### src/logic/pspc_pkg.sv
/*
  Shared constants for the per-port power controller: register map,
  field positions, reset values, timing figures and their cycle counts.
  Assumes a 50 MHz controller clock.
*/
package pspc_pkg;

  // ==========================================================================
  // Clock and times
  localparam int CLK_MHZ = 50;
  localparam int T_START_US = 60000;
  localparam int T_DISC_US = 350000;
  localparam int T_SWF_US = 3800;
  localparam int T_LIM50_US = 50000;
  localparam int T_LIM15_US = 15000;
  localparam int T_LIM10_US = 10000;
  localparam int T_LIM6_US = 6000;
  localparam int START_CYC = T_START_US * CLK_MHZ;
  localparam int DIS_CYC = T_DISC_US * CLK_MHZ;
  localparam int SWF_CYC = T_SWF_US * CLK_MHZ;
  localparam int LIM50_CYC = T_LIM50_US * CLK_MHZ;
  localparam int LIM15_CYC = T_LIM15_US * CLK_MHZ;
  localparam int LIM10_CYC = T_LIM10_US * CLK_MHZ;
  localparam int LIM6_CYC = T_LIM6_US * CLK_MHZ;
  localparam int CNT_W = 25;

  // ==========================================================================
  // Register offsets
  localparam logic [7:0] ADDR_CTRL = 8'h00;
  localparam logic [7:0] ADDR_PORT_THR = 8'h04;
  localparam logic [7:0] ADDR_CH_THR = 8'h08;
  localparam logic [7:0] ADDR_TLIM = 8'h0C;
  localparam logic [7:0] ADDR_STATUS = 8'h10;
  localparam logic [7:0] ADDR_FAULT = 8'h14;

  // ==========================================================================
  // Control fields
  localparam int CTRL_ON = 0;
  localparam int CTRL_OFF = 1;
  localparam int CTRL_RESET = 2;
  localparam int CTRL_SHUTDOWN = 3;
  localparam int CTRL_CHEN = 4;
  localparam int CTRL_DUAL = 6;
  localparam int CTRL_PCUT4P = 7;
  localparam int CTRL_ILIM4P = 8;
  localparam int CTRL_AUTO = 9;
  localparam int CTRL_DCEN = 10;
  localparam int CTRL_CLASS = 12;
  localparam int CTRL_EVENTS = 16;
  localparam logic [31:0] CTRL_RESET_VAL = 32'h0000_0C00;
  localparam logic [8:0] THR_RESET_VAL = 9'h100;
  localparam logic [3:0] TLIM_RESET_VAL = 4'h0;

  // ==========================================================================
  // Fault fields
  localparam int FLT_START = 0;
  localparam int FLT_PCUT = 2;
  localparam int FLT_ILIM = 4;
  localparam int FLT_DISC = 6;
  localparam int FLT_SWITCH = 8;

  // ==========================================================================
  // Decode limits
  localparam logic [8:0] THR_ILIM_LOW_MAX = 9'd31;
  localparam logic [8:0] THR_ILIM_MID_MAX = 9'd60;
  localparam logic [3:0] CLASS_HALF_MAX = 4'd4;
  localparam logic [2:0] EVENTS_HOLD_HIGH = 3'd4;
  localparam logic [1:0] AXI_OKAY = 2'b00;
  localparam logic [1:0] AXI_SLVERR = 2'b10;

  typedef enum logic [1:0] {
    CH_OFF = 2'b00,
    CH_INRUSH = 2'b01,
    CH_ON = 2'b11
  } pspc_ch_e;

endpackage : pspc_pkg

### src/logic/pspc_top.sv
/*
  Per-port power control for one PSE port of two power channels:
  inrush timing, policing, current-limit timeout, switch fault, disconnect.
  Assumes analog comparators on pins, power averages from same-clock
  measurement logic, and an AXI4-Lite master for the registers.
*/
// Our own choices: the address map and the AXI4-Lite interface to the registers.
`timescale 1ns/1ps

module pspc_top #(
  parameter int START_CYC = pspc_pkg::START_CYC,
  parameter int DIS_CYC = pspc_pkg::DIS_CYC,
  parameter int SWF_CYC = pspc_pkg::SWF_CYC,
  parameter int LIM50_CYC = pspc_pkg::LIM50_CYC,
  parameter int LIM15_CYC = pspc_pkg::LIM15_CYC,
  parameter int LIM10_CYC = pspc_pkg::LIM10_CYC,
  parameter int LIM6_CYC = pspc_pkg::LIM6_CYC
) (
  // Clock and reset
  input wire logic mclk,
  input wire logic rst,
  // AXI4-Lite write
  input wire logic [7:0] s_axi_awaddr,
  input wire logic s_axi_awvalid,
  output logic s_axi_awready,
  input wire logic [31:0] s_axi_wdata,
  input wire logic [3:0] s_axi_wstrb,
  input wire logic s_axi_wvalid,
  output logic s_axi_wready,
  output logic [1:0] s_axi_bresp,
  output logic s_axi_bvalid,
  input wire logic s_axi_bready,
  // AXI4-Lite read
  input wire logic [7:0] s_axi_araddr,
  input wire logic s_axi_arvalid,
  output logic s_axi_arready,
  output logic [31:0] s_axi_rdata,
  output logic [1:0] s_axi_rresp,
  output logic s_axi_rvalid,
  input wire logic s_axi_rready,
  // Analog comparators, per channel except the single supplySurge
  input wire logic [1:0] overInrush,
  input wire logic [1:0] overCurrentLimit,
  input wire logic [1:0] belowHoldCurrent,
  input wire logic [1:0] outputGood,
  input wire logic [1:0] switchAbnormal,
  input wire logic [1:0] voltLowStage1,
  input wire logic [1:0] voltLowStage2,
  input wire logic supplySurge,
  // Power averages, 0.5 W units
  input wire logic [9:0] portPowerAvg,
  input wire logic [8:0] chPowerAvg0,
  input wire logic [8:0] chPowerAvg1,
  // Gate and analog settings
  output logic [1:0] gateEnable,
  output logic [1:0] inrushLimitHalf,
  output logic [3:0] currentLimitSel,
  output logic [3:0] foldbackStage,
  output logic [1:0] holdThresholdHigh,
  output logic gatePulldownWeak
);

  // ==========================================================================
  // Pin synchronisers
  localparam int NSYNC = 15;
  logic [NSYNC-1:0] syncA, syncB, syncC, pinReg;
  always_ff @(posedge mclk) begin
    if (rst) begin
      syncA <= '0;
      syncB <= '0;
      syncC <= '0;
    end else begin
      syncA <= {supplySurge, voltLowStage2, voltLowStage1, switchAbnormal, outputGood,
                belowHoldCurrent, overCurrentLimit, overInrush};
      syncB <= syncA;
      syncC <= syncB;
    end
  end
  always_ff @(posedge mclk) begin
    if (rst) begin
      pinReg <= '0;
    end else begin
      for (int i = 0; i < NSYNC; i++) begin
        if (syncB[i] == syncC[i]) begin
          pinReg[i] <= syncC[i];
        end
      end
    end
  end
  logic [1:0] sOverInr, sOverLim, sBelowHold, sOutGood, sSwAbn, sLow1, sLow2;
  logic sSurge;
  assign sOverInr = pinReg[1:0];
  assign sOverLim = pinReg[3:2];
  assign sBelowHold = pinReg[5:4];
  assign sOutGood = pinReg[7:6];
  assign sSwAbn = pinReg[9:8];
  assign sLow1 = pinReg[11:10];
  assign sLow2 = pinReg[13:12];
  assign sSurge = pinReg[14];

  // ==========================================================================
  // Registers
  logic [31:0] ctrlReg;
  logic [8:0] portThrReg, chThr0Reg, chThr1Reg;
  logic [3:0] tlimReg;
  logic [8:0] faultReg;
  logic cmdOnReg, cmdOffReg, cmdResetReg;
  pspc_pkg::pspc_ch_e chState [2];

  logic [1:0] chanEn, dcEn;
  logic [3:0] pdClass;
  logic [2:0] classEvents;
  logic shutdownMode, dualSig, pcut4p, ilim4p, autoMode, ss4p, swFault;
  assign chanEn = ctrlReg[pspc_pkg::CTRL_CHEN +: 2];
  assign dcEn = ctrlReg[pspc_pkg::CTRL_DCEN +: 2];
  assign pdClass = ctrlReg[pspc_pkg::CTRL_CLASS +: 4];
  assign classEvents = ctrlReg[pspc_pkg::CTRL_EVENTS +: 3];
  assign shutdownMode = ctrlReg[pspc_pkg::CTRL_SHUTDOWN];
  assign dualSig = ctrlReg[pspc_pkg::CTRL_DUAL];
  assign pcut4p = ctrlReg[pspc_pkg::CTRL_PCUT4P];
  assign ilim4p = ctrlReg[pspc_pkg::CTRL_ILIM4P];
  assign autoMode = ctrlReg[pspc_pkg::CTRL_AUTO];
  assign ss4p = (chanEn == 2'b11) && !dualSig;
  assign swFault = faultReg[pspc_pkg::FLT_SWITCH];

  // ==========================================================================
  // AXI4-Lite slave
  logic [7:0] awAddrReg, arAddrReg;
  logic [31:0] wDataReg;
  logic [3:0] wStrbReg;
  logic awFull, wFull, doWrite;
  assign doWrite = awFull && wFull && !s_axi_bvalid;

  function automatic logic mapped(input logic [7:0] a);
    mapped = (a[1:0] == 2'b00) && (a <= pspc_pkg::ADDR_FAULT);
  endfunction : mapped

  function automatic logic [31:0] merge(input logic [31:0] old, input logic [31:0] d,
                                        input logic [3:0] s);
    for (int b = 0; b < 4; b++) begin
      merge[8*b +: 8] = s[b] ? d[8*b +: 8] : old[8*b +: 8];
    end
  endfunction : merge

  logic wrCtrl, wrPortThr, wrChThr, wrTlim, wrFault;
  assign wrCtrl = doWrite && (awAddrReg == pspc_pkg::ADDR_CTRL);
  assign wrPortThr = doWrite && (awAddrReg == pspc_pkg::ADDR_PORT_THR);
  assign wrChThr = doWrite && (awAddrReg == pspc_pkg::ADDR_CH_THR);
  assign wrTlim = doWrite && (awAddrReg == pspc_pkg::ADDR_TLIM);
  assign wrFault = doWrite && (awAddrReg == pspc_pkg::ADDR_FAULT);

  always_ff @(posedge mclk) begin
    if (rst) begin
      s_axi_awready <= 1'b1;
      s_axi_wready <= 1'b1;
      awFull <= 1'b0;
      wFull <= 1'b0;
      awAddrReg <= '0;
      wDataReg <= '0;
      wStrbReg <= '0;
      s_axi_bvalid <= 1'b0;
      s_axi_bresp <= pspc_pkg::AXI_OKAY;
    end else begin
      if (s_axi_awvalid && s_axi_awready) begin
        awAddrReg <= s_axi_awaddr;
        awFull <= 1'b1;
        s_axi_awready <= 1'b0;
      end
      if (s_axi_wvalid && s_axi_wready) begin
        wDataReg <= s_axi_wdata;
        wStrbReg <= s_axi_wstrb;
        wFull <= 1'b1;
        s_axi_wready <= 1'b0;
      end
      if (doWrite) begin
        s_axi_bvalid <= 1'b1;
        s_axi_bresp <= mapped(awAddrReg) ? pspc_pkg::AXI_OKAY : pspc_pkg::AXI_SLVERR;
        awFull <= 1'b0;
        wFull <= 1'b0;
      end
      if (s_axi_bvalid && s_axi_bready) begin
        s_axi_bvalid <= 1'b0;
        s_axi_awready <= 1'b1;
        s_axi_wready <= 1'b1;
      end
    end
  end

  logic [31:0] readMux;
  always_comb begin
    readMux = 32'h0000_0000;
    case (arAddrReg)
      pspc_pkg::ADDR_CTRL: readMux = {ctrlReg[31:3], 3'b000};
      pspc_pkg::ADDR_PORT_THR: readMux = {23'h000000, portThrReg};
      pspc_pkg::ADDR_CH_THR: readMux = {7'h00, chThr1Reg, 7'h00, chThr0Reg};
      pspc_pkg::ADDR_TLIM: readMux = {28'h0000000, tlimReg};
      pspc_pkg::ADDR_STATUS: readMux = {22'h000000, gateEnable, sSurge, 3'b000,
                                        chState[1], chState[0]};
      pspc_pkg::ADDR_FAULT: readMux = {23'h000000, faultReg};
      default: readMux = 32'h0000_0000;
    endcase
  end

  logic arPend;
  always_ff @(posedge mclk) begin
    if (rst) begin
      s_axi_arready <= 1'b1;
      arPend <= 1'b0;
      arAddrReg <= '0;
      s_axi_rvalid <= 1'b0;
      s_axi_rdata <= '0;
      s_axi_rresp <= pspc_pkg::AXI_OKAY;
    end else begin
      if (s_axi_arvalid && s_axi_arready) begin
        arAddrReg <= s_axi_araddr;
        arPend <= 1'b1;
        s_axi_arready <= 1'b0;
      end
      if (arPend) begin
        arPend <= 1'b0;
        s_axi_rvalid <= 1'b1;
        s_axi_rdata <= readMux;
        s_axi_rresp <= mapped(arAddrReg) ? pspc_pkg::AXI_OKAY : pspc_pkg::AXI_SLVERR;
      end
      if (s_axi_rvalid && s_axi_rready) begin
        s_axi_rvalid <= 1'b0;
        s_axi_arready <= 1'b1;
      end
    end
  end

  // ==========================================================================
  // Configuration and command pulses
  logic [31:0] ctrlMerged, chThrMerged, portMerged;
  assign ctrlMerged = merge(ctrlReg, wDataReg, wStrbReg);
  assign chThrMerged = merge({7'h00, chThr1Reg, 7'h00, chThr0Reg}, wDataReg, wStrbReg);
  assign portMerged = merge({23'h000000, portThrReg}, wDataReg, wStrbReg);
  always_ff @(posedge mclk) begin
    if (rst) begin
      ctrlReg <= pspc_pkg::CTRL_RESET_VAL;
      cmdOnReg <= 1'b0;
      cmdOffReg <= 1'b0;
      cmdResetReg <= 1'b0;
    end else begin
      cmdOnReg <= wrCtrl && ctrlMerged[pspc_pkg::CTRL_ON];
      cmdOffReg <= wrCtrl && ctrlMerged[pspc_pkg::CTRL_OFF];
      cmdResetReg <= wrCtrl && ctrlMerged[pspc_pkg::CTRL_RESET];
      if (wrCtrl) begin
        ctrlReg <= {ctrlMerged[31:3], 3'b000};
      end
    end
  end
  always_ff @(posedge mclk) begin
    if (rst) begin
      portThrReg <= pspc_pkg::THR_RESET_VAL;
      chThr0Reg <= pspc_pkg::THR_RESET_VAL;
      chThr1Reg <= pspc_pkg::THR_RESET_VAL;
    end else begin
      if (wrPortThr) begin
        portThrReg <= portMerged[8:0];
      end
      if (wrChThr) begin
        chThr0Reg <= chThrMerged[8:0];
        chThr1Reg <= chThrMerged[24:16];
      end
    end
  end

  // Timeout selector by PD type: 00 Type1, 10 Type2/3, 11 Type4
  logic [1:0] autoSel;
  assign autoSel = (pdClass >= 4'd7) ? 2'b11 : (pdClass >= 4'd4) ? 2'b10 : 2'b00;
  always_ff @(posedge mclk) begin
    if (rst) begin
      tlimReg <= pspc_pkg::TLIM_RESET_VAL;
    end else if (cmdOnReg && autoMode) begin
      tlimReg <= {autoSel, autoSel};
    end else if (wrTlim && wStrbReg[0]) begin
      tlimReg <= wDataReg[3:0];
    end
  end

  function automatic logic [pspc_pkg::CNT_W-1:0] limCycles(input logic [1:0] sel);
    case (sel)
      2'b00: limCycles = pspc_pkg::CNT_W'(LIM50_CYC);
      2'b01: limCycles = pspc_pkg::CNT_W'(LIM15_CYC);
      2'b10: limCycles = pspc_pkg::CNT_W'(LIM10_CYC);
      default: limCycles = pspc_pkg::CNT_W'(LIM6_CYC);
    endcase
  endfunction : limCycles

  function automatic logic [1:0] ilimFromThr(input logic [8:0] thr);
    if (thr <= pspc_pkg::THR_ILIM_LOW_MAX) ilimFromThr = 2'b00;
    else if (thr <= pspc_pkg::THR_ILIM_MID_MAX) ilimFromThr = 2'b01;
    else ilimFromThr = 2'b10;
  endfunction : ilimFromThr

  // ==========================================================================
  // Per-channel timers and events
  logic [8:0] chThr [2];
  logic [8:0] chAvg [2];
  assign chThr[0] = chThr0Reg;
  assign chThr[1] = chThr1Reg;
  assign chAvg[0] = chPowerAvg0;
  assign chAvg[1] = chPowerAvg1;

  logic [1:0] inInrush, isOn, startDone, startFail, pcutCh, ilimEv, disExp;
  logic [pspc_pkg::CNT_W-1:0] stCnt [2];
  logic [pspc_pkg::CNT_W-1:0] limCnt [2];
  logic [pspc_pkg::CNT_W-1:0] disCnt [2];
  logic portPcut;
  assign portPcut = (portPowerAvg > {1'b0, portThrReg}) && (isOn != 2'b00);

  for (genvar c = 0; c < 2; c++) begin : g_ch
    assign inInrush[c] = (chState[c] == pspc_pkg::CH_INRUSH);
    assign isOn[c] = (chState[c] == pspc_pkg::CH_ON);
    assign startDone[c] = (stCnt[c] >= pspc_pkg::CNT_W'(START_CYC - 1));
    // Needs output up and current under the inrush limit
    assign startFail[c] = inInrush[c] && startDone[c]
                          && !(sOutGood[c] && !sOverInr[c]);
    assign pcutCh[c] = isOn[c] && (chAvg[c] > chThr[c]);
    assign ilimEv[c] = isOn[c] && (limCnt[c] >= limCycles(tlimReg[2*c +: 2]) - 1'b1);
    assign disExp[c] = isOn[c] && (disCnt[c] >= pspc_pkg::CNT_W'(DIS_CYC - 1));

    always_ff @(posedge mclk) begin
      if (rst || !inInrush[c]) begin
        stCnt[c] <= '0;
      end else if (!startDone[c]) begin
        stCnt[c] <= stCnt[c] + 1'b1;
      end
    end
    always_ff @(posedge mclk) begin
      if (rst || !isOn[c] || !sOverLim[c]) begin
        limCnt[c] <= '0;
      end else if (!ilimEv[c]) begin
        limCnt[c] <= limCnt[c] + 1'b1;
      end
    end
    always_ff @(posedge mclk) begin
      if (rst || !isOn[c] || !sBelowHold[c] || !dcEn[c]) begin
        disCnt[c] <= '0;
      end else if (!disExp[c]) begin
        disCnt[c] <= disCnt[c] + 1'b1;
      end
    end
  end

  // ==========================================================================
  // Kill decisions; no AC disconnect path exists
  logic [1:0] startKill, pcutSet, ilimSet, discKill, onKill, startSet;
  logic hostKill;
  assign hostKill = cmdOffReg || cmdResetReg || shutdownMode || swFault;
  for (genvar c = 0; c < 2; c++) begin : g_kill
    localparam int O = 1 - c;
    assign startKill[c] = startFail[c] || (ss4p && startFail[O]);
    assign startSet[c] = inInrush[c] && startKill[c];
    assign pcutSet[c] = isOn[c] && (pcutCh[c] || portPcut
                        || (ss4p && pcut4p && pcutCh[O]));
    assign ilimSet[c] = isOn[c] && (ilimEv[c] || (ss4p && ilim4p && ilimEv[O]));
    assign discKill[c] = isOn[c] && ((dualSig || chanEn != 2'b11) ? disExp[c]
                         : (disExp[0] && disExp[1]));
    assign onKill[c] = pcutSet[c] || ilimSet[c] || discKill[c];
  end

  // ==========================================================================
  // Channel state machines
  for (genvar c = 0; c < 2; c++) begin : g_fsm
    always_ff @(posedge mclk) begin
      if (rst) begin
        chState[c] <= pspc_pkg::CH_OFF;
      end else begin
        case (chState[c])
          pspc_pkg::CH_OFF: begin
            if (cmdOnReg && chanEn[c] && !shutdownMode && !swFault) begin
              chState[c] <= pspc_pkg::CH_INRUSH;
            end
          end
          pspc_pkg::CH_INRUSH: begin
            if (hostKill || startKill[c]) begin
              chState[c] <= pspc_pkg::CH_OFF;
            end else if (startDone[c]) begin
              chState[c] <= pspc_pkg::CH_ON;
            end
          end
          pspc_pkg::CH_ON: begin
            if (hostKill || onKill[c]) begin
              chState[c] <= pspc_pkg::CH_OFF;
            end
          end
          default: chState[c] <= pspc_pkg::CH_OFF;
        endcase
      end
    end
  end

  // ==========================================================================
  // Switch fault detection
  logic [pspc_pkg::CNT_W-1:0] swCnt;
  logic swDetect;
  assign swDetect = (swCnt >= pspc_pkg::CNT_W'(SWF_CYC - 1));
  always_ff @(posedge mclk) begin
    if (rst || cmdResetReg || shutdownMode || sSwAbn == 2'b00) begin
      swCnt <= '0;
    end else if (!swDetect) begin
      swCnt <= swCnt + 1'b1;
    end
  end

  // ==========================================================================
  // Sticky faults, write one to clear bits 7:0, set wins; switch fault clears only on reset command or shutdown
  logic [8:0] faultSet, faultClr;
  assign faultSet = {swDetect, discKill, ilimSet, pcutSet, startSet};
  assign faultClr = (wrFault && wStrbReg[0]) ? {1'b0, wDataReg[7:0]} : 9'h000;
  always_ff @(posedge mclk) begin
    if (rst || cmdResetReg) begin
      faultReg <= '0;
    end else if (shutdownMode) begin
      faultReg <= {1'b0, (faultReg[7:0] & ~faultClr[7:0]) | faultSet[7:0]};
    end else begin
      faultReg <= (faultReg & ~faultClr) | faultSet;
    end
  end

  // ==========================================================================
  // Analog-facing outputs
  for (genvar c = 0; c < 2; c++) begin : g_out
    always_ff @(posedge mclk) begin
      if (rst) begin
        gateEnable[c] <= 1'b0;
        inrushLimitHalf[c] <= 1'b0;
        currentLimitSel[2*c +: 2] <= 2'b00;
        foldbackStage[2*c +: 2] <= 2'b00;
        holdThresholdHigh[c] <= 1'b0;
      end else begin
        gateEnable[c] <= (chState[c] != pspc_pkg::CH_OFF) && !sSurge && !swFault;
        inrushLimitHalf[c] <= ss4p && (pdClass <= pspc_pkg::CLASS_HALF_MAX);
        currentLimitSel[2*c +: 2] <= ilimFromThr(chThr[c]);
        foldbackStage[2*c +: 2] <= sLow2[c] ? 2'b10 : (sLow1[c] ? 2'b01 : 2'b00);
        holdThresholdHigh[c] <= (classEvents >= pspc_pkg::EVENTS_HOLD_HIGH);
      end
    end
  end
  always_ff @(posedge mclk) begin
    if (rst) begin
      gatePulldownWeak <= 1'b0;
    end else begin
      gatePulldownWeak <= swFault;
    end
  end

endmodule : pspc_top

### config.mk
export PLATFORM = sky130hd
export DESIGN_NAME = pspc_top
export DESIGN_NICKNAME = d
export VERILOG_FILES = /design/src/logic/pspc_pkg.sv /design/src/logic/pspc_top.sv
export SDC_FILE = /design/constraint.sdc
export NUM_CORES = 1
export LEC_CHECK = 0
export BUFFER_PORTS_ARGS = -buffer_cell sky130_fd_sc_hd__buf_2
export CAP_MARGIN = 20
export CORE_MARGIN = 3
export CORE_UTILIZATION = 25
export DETAILED_ROUTE_END_ITERATION = 10
export SLEW_MARGIN = 15
export SYNTH_ARGS = -nofsm -noshare
export SYNTH_HDL_FRONTEND = slang
export SYNTH_SLANG_ARGS = --single-unit
### constraint.sdc
create_clock -name mclk -period 8 [get_ports mclk]
set_input_delay 0.8 -clock mclk [delete_from_list [all_inputs] [get_ports mclk]]
set_output_delay 0.8 -clock mclk [all_outputs]
set_load 0.03 [all_outputs]
### After elaboration in Yosys (flattened, before gate mapping)

Memories as Yosys holds them, arrays and structs flattened.
Cells that the tools add are included.

* bits in registers: 266
* RAM bits: 154
* input port bits: 102
* output and inout bits: 56
* memories: 4

* $add $sub $neg: 9
* magnitude comparators: 20
* eq/ne operators: 34
* multiplexer cells: 109
* bitwise logic cells: 22
* reduce and logical (&&, ||, !) cells: 148

Memories
* disCnt: words 2, width 25, read ports 2, clocked after Yosys merged registers in 0, wr ports 2, line pspc_top.sv:309 `logic [pspc_pkg::CNT_W-1:0] disCnt [2];`
* limCnt: words 2, width 25, read ports 2, clocked after Yosys merged registers in 0, wr ports 2, line pspc_top.sv:308 `logic [pspc_pkg::CNT_W-1:0] limCnt [2];`
* stCnt: words 2, width 25, read ports 2, clocked after Yosys merged registers in 0, wr ports 2, line pspc_top.sv:307 `logic [pspc_pkg::CNT_W-1:0] stCnt [2];`
* chState: words 2, width 2, read ports 2, clocked after Yosys merged registers in 0, wr ports 2, line pspc_top.sv:108 `pspc_pkg::pspc_ch_e chState [2];`

Operators by type and width (number)
* 32-bit one-hot mux with 6 select lines: 1
* 25-bit by 1-bit adder with 25-bit output (second input constant): 7
* 25-bit two-way mux: 6
* 22-bit one-hot mux with 3 select lines: 2
* 1-bit two-way mux: 77
* 1-bit logical AND: 62
* 25-bit by 22-bit >= comparator with 1-bit output (second input constant): 2
* 25-bit >= comparator: 2
* 25-bit >= comparator (second input constant): 2
* 25-bit by 1-bit subtractor with 25-bit output (second input constant): 2
* 2-bit two-way mux: 18
* 1-bit logical OR: 33
* 8-bit by 4-bit == test with 1-bit output (second input constant): 4
* 25-bit by 18-bit >= comparator with 1-bit output (second input constant): 1
* 8-bit by 5-bit == test with 1-bit output (second input constant): 3
* 2-bit AND reduction: 10
* 1-bit logical NOT: 19
* 9-bit greater-than comparator: 2
* 9-bit by 5-bit <= comparator with 1-bit output (second input constant): 2
* 9-bit by 6-bit <= comparator with 1-bit output (second input constant): 2
* 2-bit OR reduction: 9
* 8-bit by 3-bit == test with 1-bit output (second input constant): 2
* 8-bit by 5-bit <= comparator with 1-bit output (second input constant): 2
* 8-bit logical NOT: 2
* other kinds (21): 70

### Logic depth before layout (Yosys ltp)

* depth after elaboration: 17
* gate-level depth with buffers: 12

### Worst setup path after synthesis

OpenSTA, ideal clock, no wires.

* path kind: register -> register
* start point: reg tlimReg[0]
* end point: mem limCnt[0][0] (netlist name), enable pin
* setup time: 0.382 ns
* data arrival time: 2.912 ns
* data required time: 7.618 ns
* path slack: 4.706 ns
* cell stages (with the launch flop): 11
* path buffers: 0
* path through: dfxtp_1 inv_1 ha_1 inv_1 ha_1 a211o_1 a211o_2 a221o_2 a211oi_1 o21ai_0 nand2_1

RTL lines
* start: declaration: line pspc_top.sv:105 `logic [3:0] tlimReg;`
* start signal: assignment: line pspc_top.sv:274 `tlimReg <= pspc_pkg::TLIM_RESET_VAL;`
* start signal: assignment: line pspc_top.sv:276 `tlimReg <= {autoSel, autoSel};`
* start signal: assignment: line pspc_top.sv:278 `tlimReg <= wDataReg[3:0];`
* end: declaration: line pspc_top.sv:308

==> results.toml <==
[status]
status = "complete, no violations"

[floorplanning]
dieHeight_um = 282
die_w_um = 282
initial_utilization_pct = 25.4
coreArea_um2 = 74900
io-pin-count = 158
std_cell_rows = 100
fp.dieArea_um2 = 79600

[power_and_ir_drop]
pwr-share-comb_pct = 5.0
total_leakage_power_nw = 8.28
power.share.clock_pct = 46.6
switching_share_pct = 23.2
p_int_mw = 3.69
p_seq_share_pct = 48.4
peakVddDrop_mv = 0.139
power_density_nw_per_um2 = 213
finalPower_mw = 4.81
power.switching_mw = 1.12

[global_route]
grt_overflow = 0
antenna_found_initial = 2
grt_pass1_vias = 14000
grt_pass1_wl_um = 77700
grt_usage_pct = 12.2
grt_max_degree = 88

[critical_path]
required_ns = 8.42
cp_max_fo = 22
cpPeakStageDelay_ns = 0.47
critical_path_class = "reg2reg"
rr_worst_depth = 11
path_cells = "inv_1, ha_1, inv_1, ha_1, a211o_1, a211o_2, a221o_2, a211oi_1, o21a_1, nand2_1, nor2_1"
end_kind = "flop"
worstSetupPathDepth = 11
cpMaxStageDelayCell = "dfxtp_1"
critPathBufInv = 2
critPathTopFamily = "compound AO/OA/AOI/OAI gates"
critPathLaunchType = "flop"
arrival_ns = 3.95

[placement]
dpl-instance-area_um2 = 20900
dp_hpwl_um = 35600
portBuffers = 155
gp_congestion = 0.850
dp.cells = 3120

[clock_tree]
cts_repair_resize_count = 0
insertion_delay_ns = 0.59
ctsHtreeMaxLevel = 2
clock_sinks = 418
cts_tree = "built"
clk_pin_slew_worst_paths_ns = 0.06
cts_setup_buffers = 0
ctsLongestPathBuffers = 3
cts.hold.buffers_added = 0
cts_root_buf = "clkbuf_16"
cts_buffers = 46

[timing]
fin_crit_ns = 3.53
worstMarginPinSlew_ns = 1.00
max_slew_margin_pct = 33.0
worst_clock_skew_ns = 0.0244
tns_ns = 0
fmax_mhz = 283
slew_viol_final = 0
grt_setup_unrepaired = "false"
setup_viol = 0
hold_viol = 0
period_share_pct = 44.1

[yosys]
synth.avg_cell_area_um2 = 9.30
synth_seq_cells = 418
synthCells = 2049
ys.flop_type = "dfxtp_1"
yosysMostFrequentCell = "nand2_1"
synth.largest_area_cell = "dfxtp_1"
synth.top_cells.by_area = "dfxtp_1 28%, edfxtp_1 24%, nand2_1 6.4%, ha_1 4.7%, nor2_1 4.6%"
synthArstFlopShare_pct = 0
synthDistinctLibCells = 75
yosys_warnings = 0
synth_edf_count = 154
synth_top_area_share_pct = 27.7
syn-cell-area_um2 = 19100
synth_common_cells = "325 x nand2_1, 264 x dfxtp_1, 233 x nor2_1"
synth-seq-area-share_pct = 52.0

[cells_and_area]
fin_area_um2 = 22600
finalNetCount = 2378
area_growth_pct = 18.5
layout.cells.non_filler = 3213
utilization_pct = 30.1
drive_gt1_share_pct = 11.9

[route]
drc = 0
dr.pass1.iters = 6
wire_per_inst_um = 15.4
drtIter0Drc = 1062
ant_nets = 0
totalWireLength_um = 49500
vias = 15000
viasPerCell = 4.66

[job]
cap_violations = 0

[worst_hold_path]
hold_depth = 2
hold_path_class = "in2reg"
state kept, by name (all words and copies together), names as in the netlist, 25 cells and up:
register and count:
disCnt 50, s_axi_rdata 32, ctrlReg 29, swCnt 25
limCnt 50, stCnt 50, wDataReg 32
per-layer routing:
metal	global-route usage, %	vias to the layer above	part of all wire, %
met4	3.30	0	2.1
met1	16.9	7051	47
li1	-	7480	-
met3	2.64	69	6.6
met5	0	-	0
met2	19.1	360	44
power by group through the flow:
| stage | clock network (mW) | logic [mW] | registers [mW] |
|---|---|---|---|
| after floorplan | 0 | 0.147 | 2.36 |
| after global placement | 0 | 0.238 | 2.37 |
| after detailed placement | 0 | 0.239 | 2.37 |
| after CTS | 2.29 | 0.240 | 2.33 |
| after global routing | 2.38 | 0.269 | 2.34 |
| final | 2.24 | 0.240 | 2.33 |
cell families after synthesis:
family,Yosys count,synth area share (%)
mux,6,0.315
fa+ha+maj,72,4.73
other cells,1,0.0197
simple gates,936,22.8
xor+xnor,137,6.29
flops,418,52.0
compound gates,339,11.0
buf+inv,140,2.89
layout make-up:
| type | count | area [um2] |
|---|---|---|
| clock buffer | 56 | 1240 |
| clock inverter | 30 | 380 |
| sequential | 418 | 9910 |
| inverter | 64 | 240 |
| timing repair buffer | 172 | 948 |
| multi-input combinational | 1502 | 8660 |
| tap | 969 | 1210 |
| fill | 7815 | 52400 |
| antenna | 2 | 5.00 |
per-stage QoR:
step	hold slack [ns]	worst slack (ns)
finish	0.415	4.47
global route	0.390	4.10
CTS	0.381	4.15
detailed placement	0.422	4.17
global placement	0.416	4.24
floorplan	0.414	4.71
placed cells by master (no fill, tap or decap), drive strengths merged, types with 5 or more instances in the layout:
cell type,instances
nand2,325
dfxtp,264
nor2,233
buf,172
a21oi,155
edfxtp,154
nand3,125
xor2,75
ha,72
inv,65
o21ai,64
xnor2,62
nor2b,58
clkbuf,56
nor3,33
and3,32
nor4,26
nand4,26
and2,23
clkinv,21
a22oi,18
a22o,15
conb,12
a211oi,11
or3,10
a31oi,9
and4,7
o21a,7
bufinv,7
or2,6
mux2i,6
nor4b,6
a21o,6
o211ai,5
a221oi,5
nand2b,5
a211o,5
final timing paths:
kind                                start                    endpoint  slack (ns)
hold / removal           voltLowStage1[0]        syncA[10]$_SDFF_PP0_        0.41
setup reg to reg  tlimReg[0]$_SDFFE_PP0P_  limCnt[0][6]$_SDFFCE_PN0P_        4.47
hold reg to reg       syncA[7]$_SDFF_PP0_         syncB[7]$_SDFF_PP0_        0.44
setup / recovery  tlimReg[0]$_SDFFE_PP0P_  limCnt[0][6]$_SDFFCE_PN0P_        4.47
(Power assumes the default switching activity.)
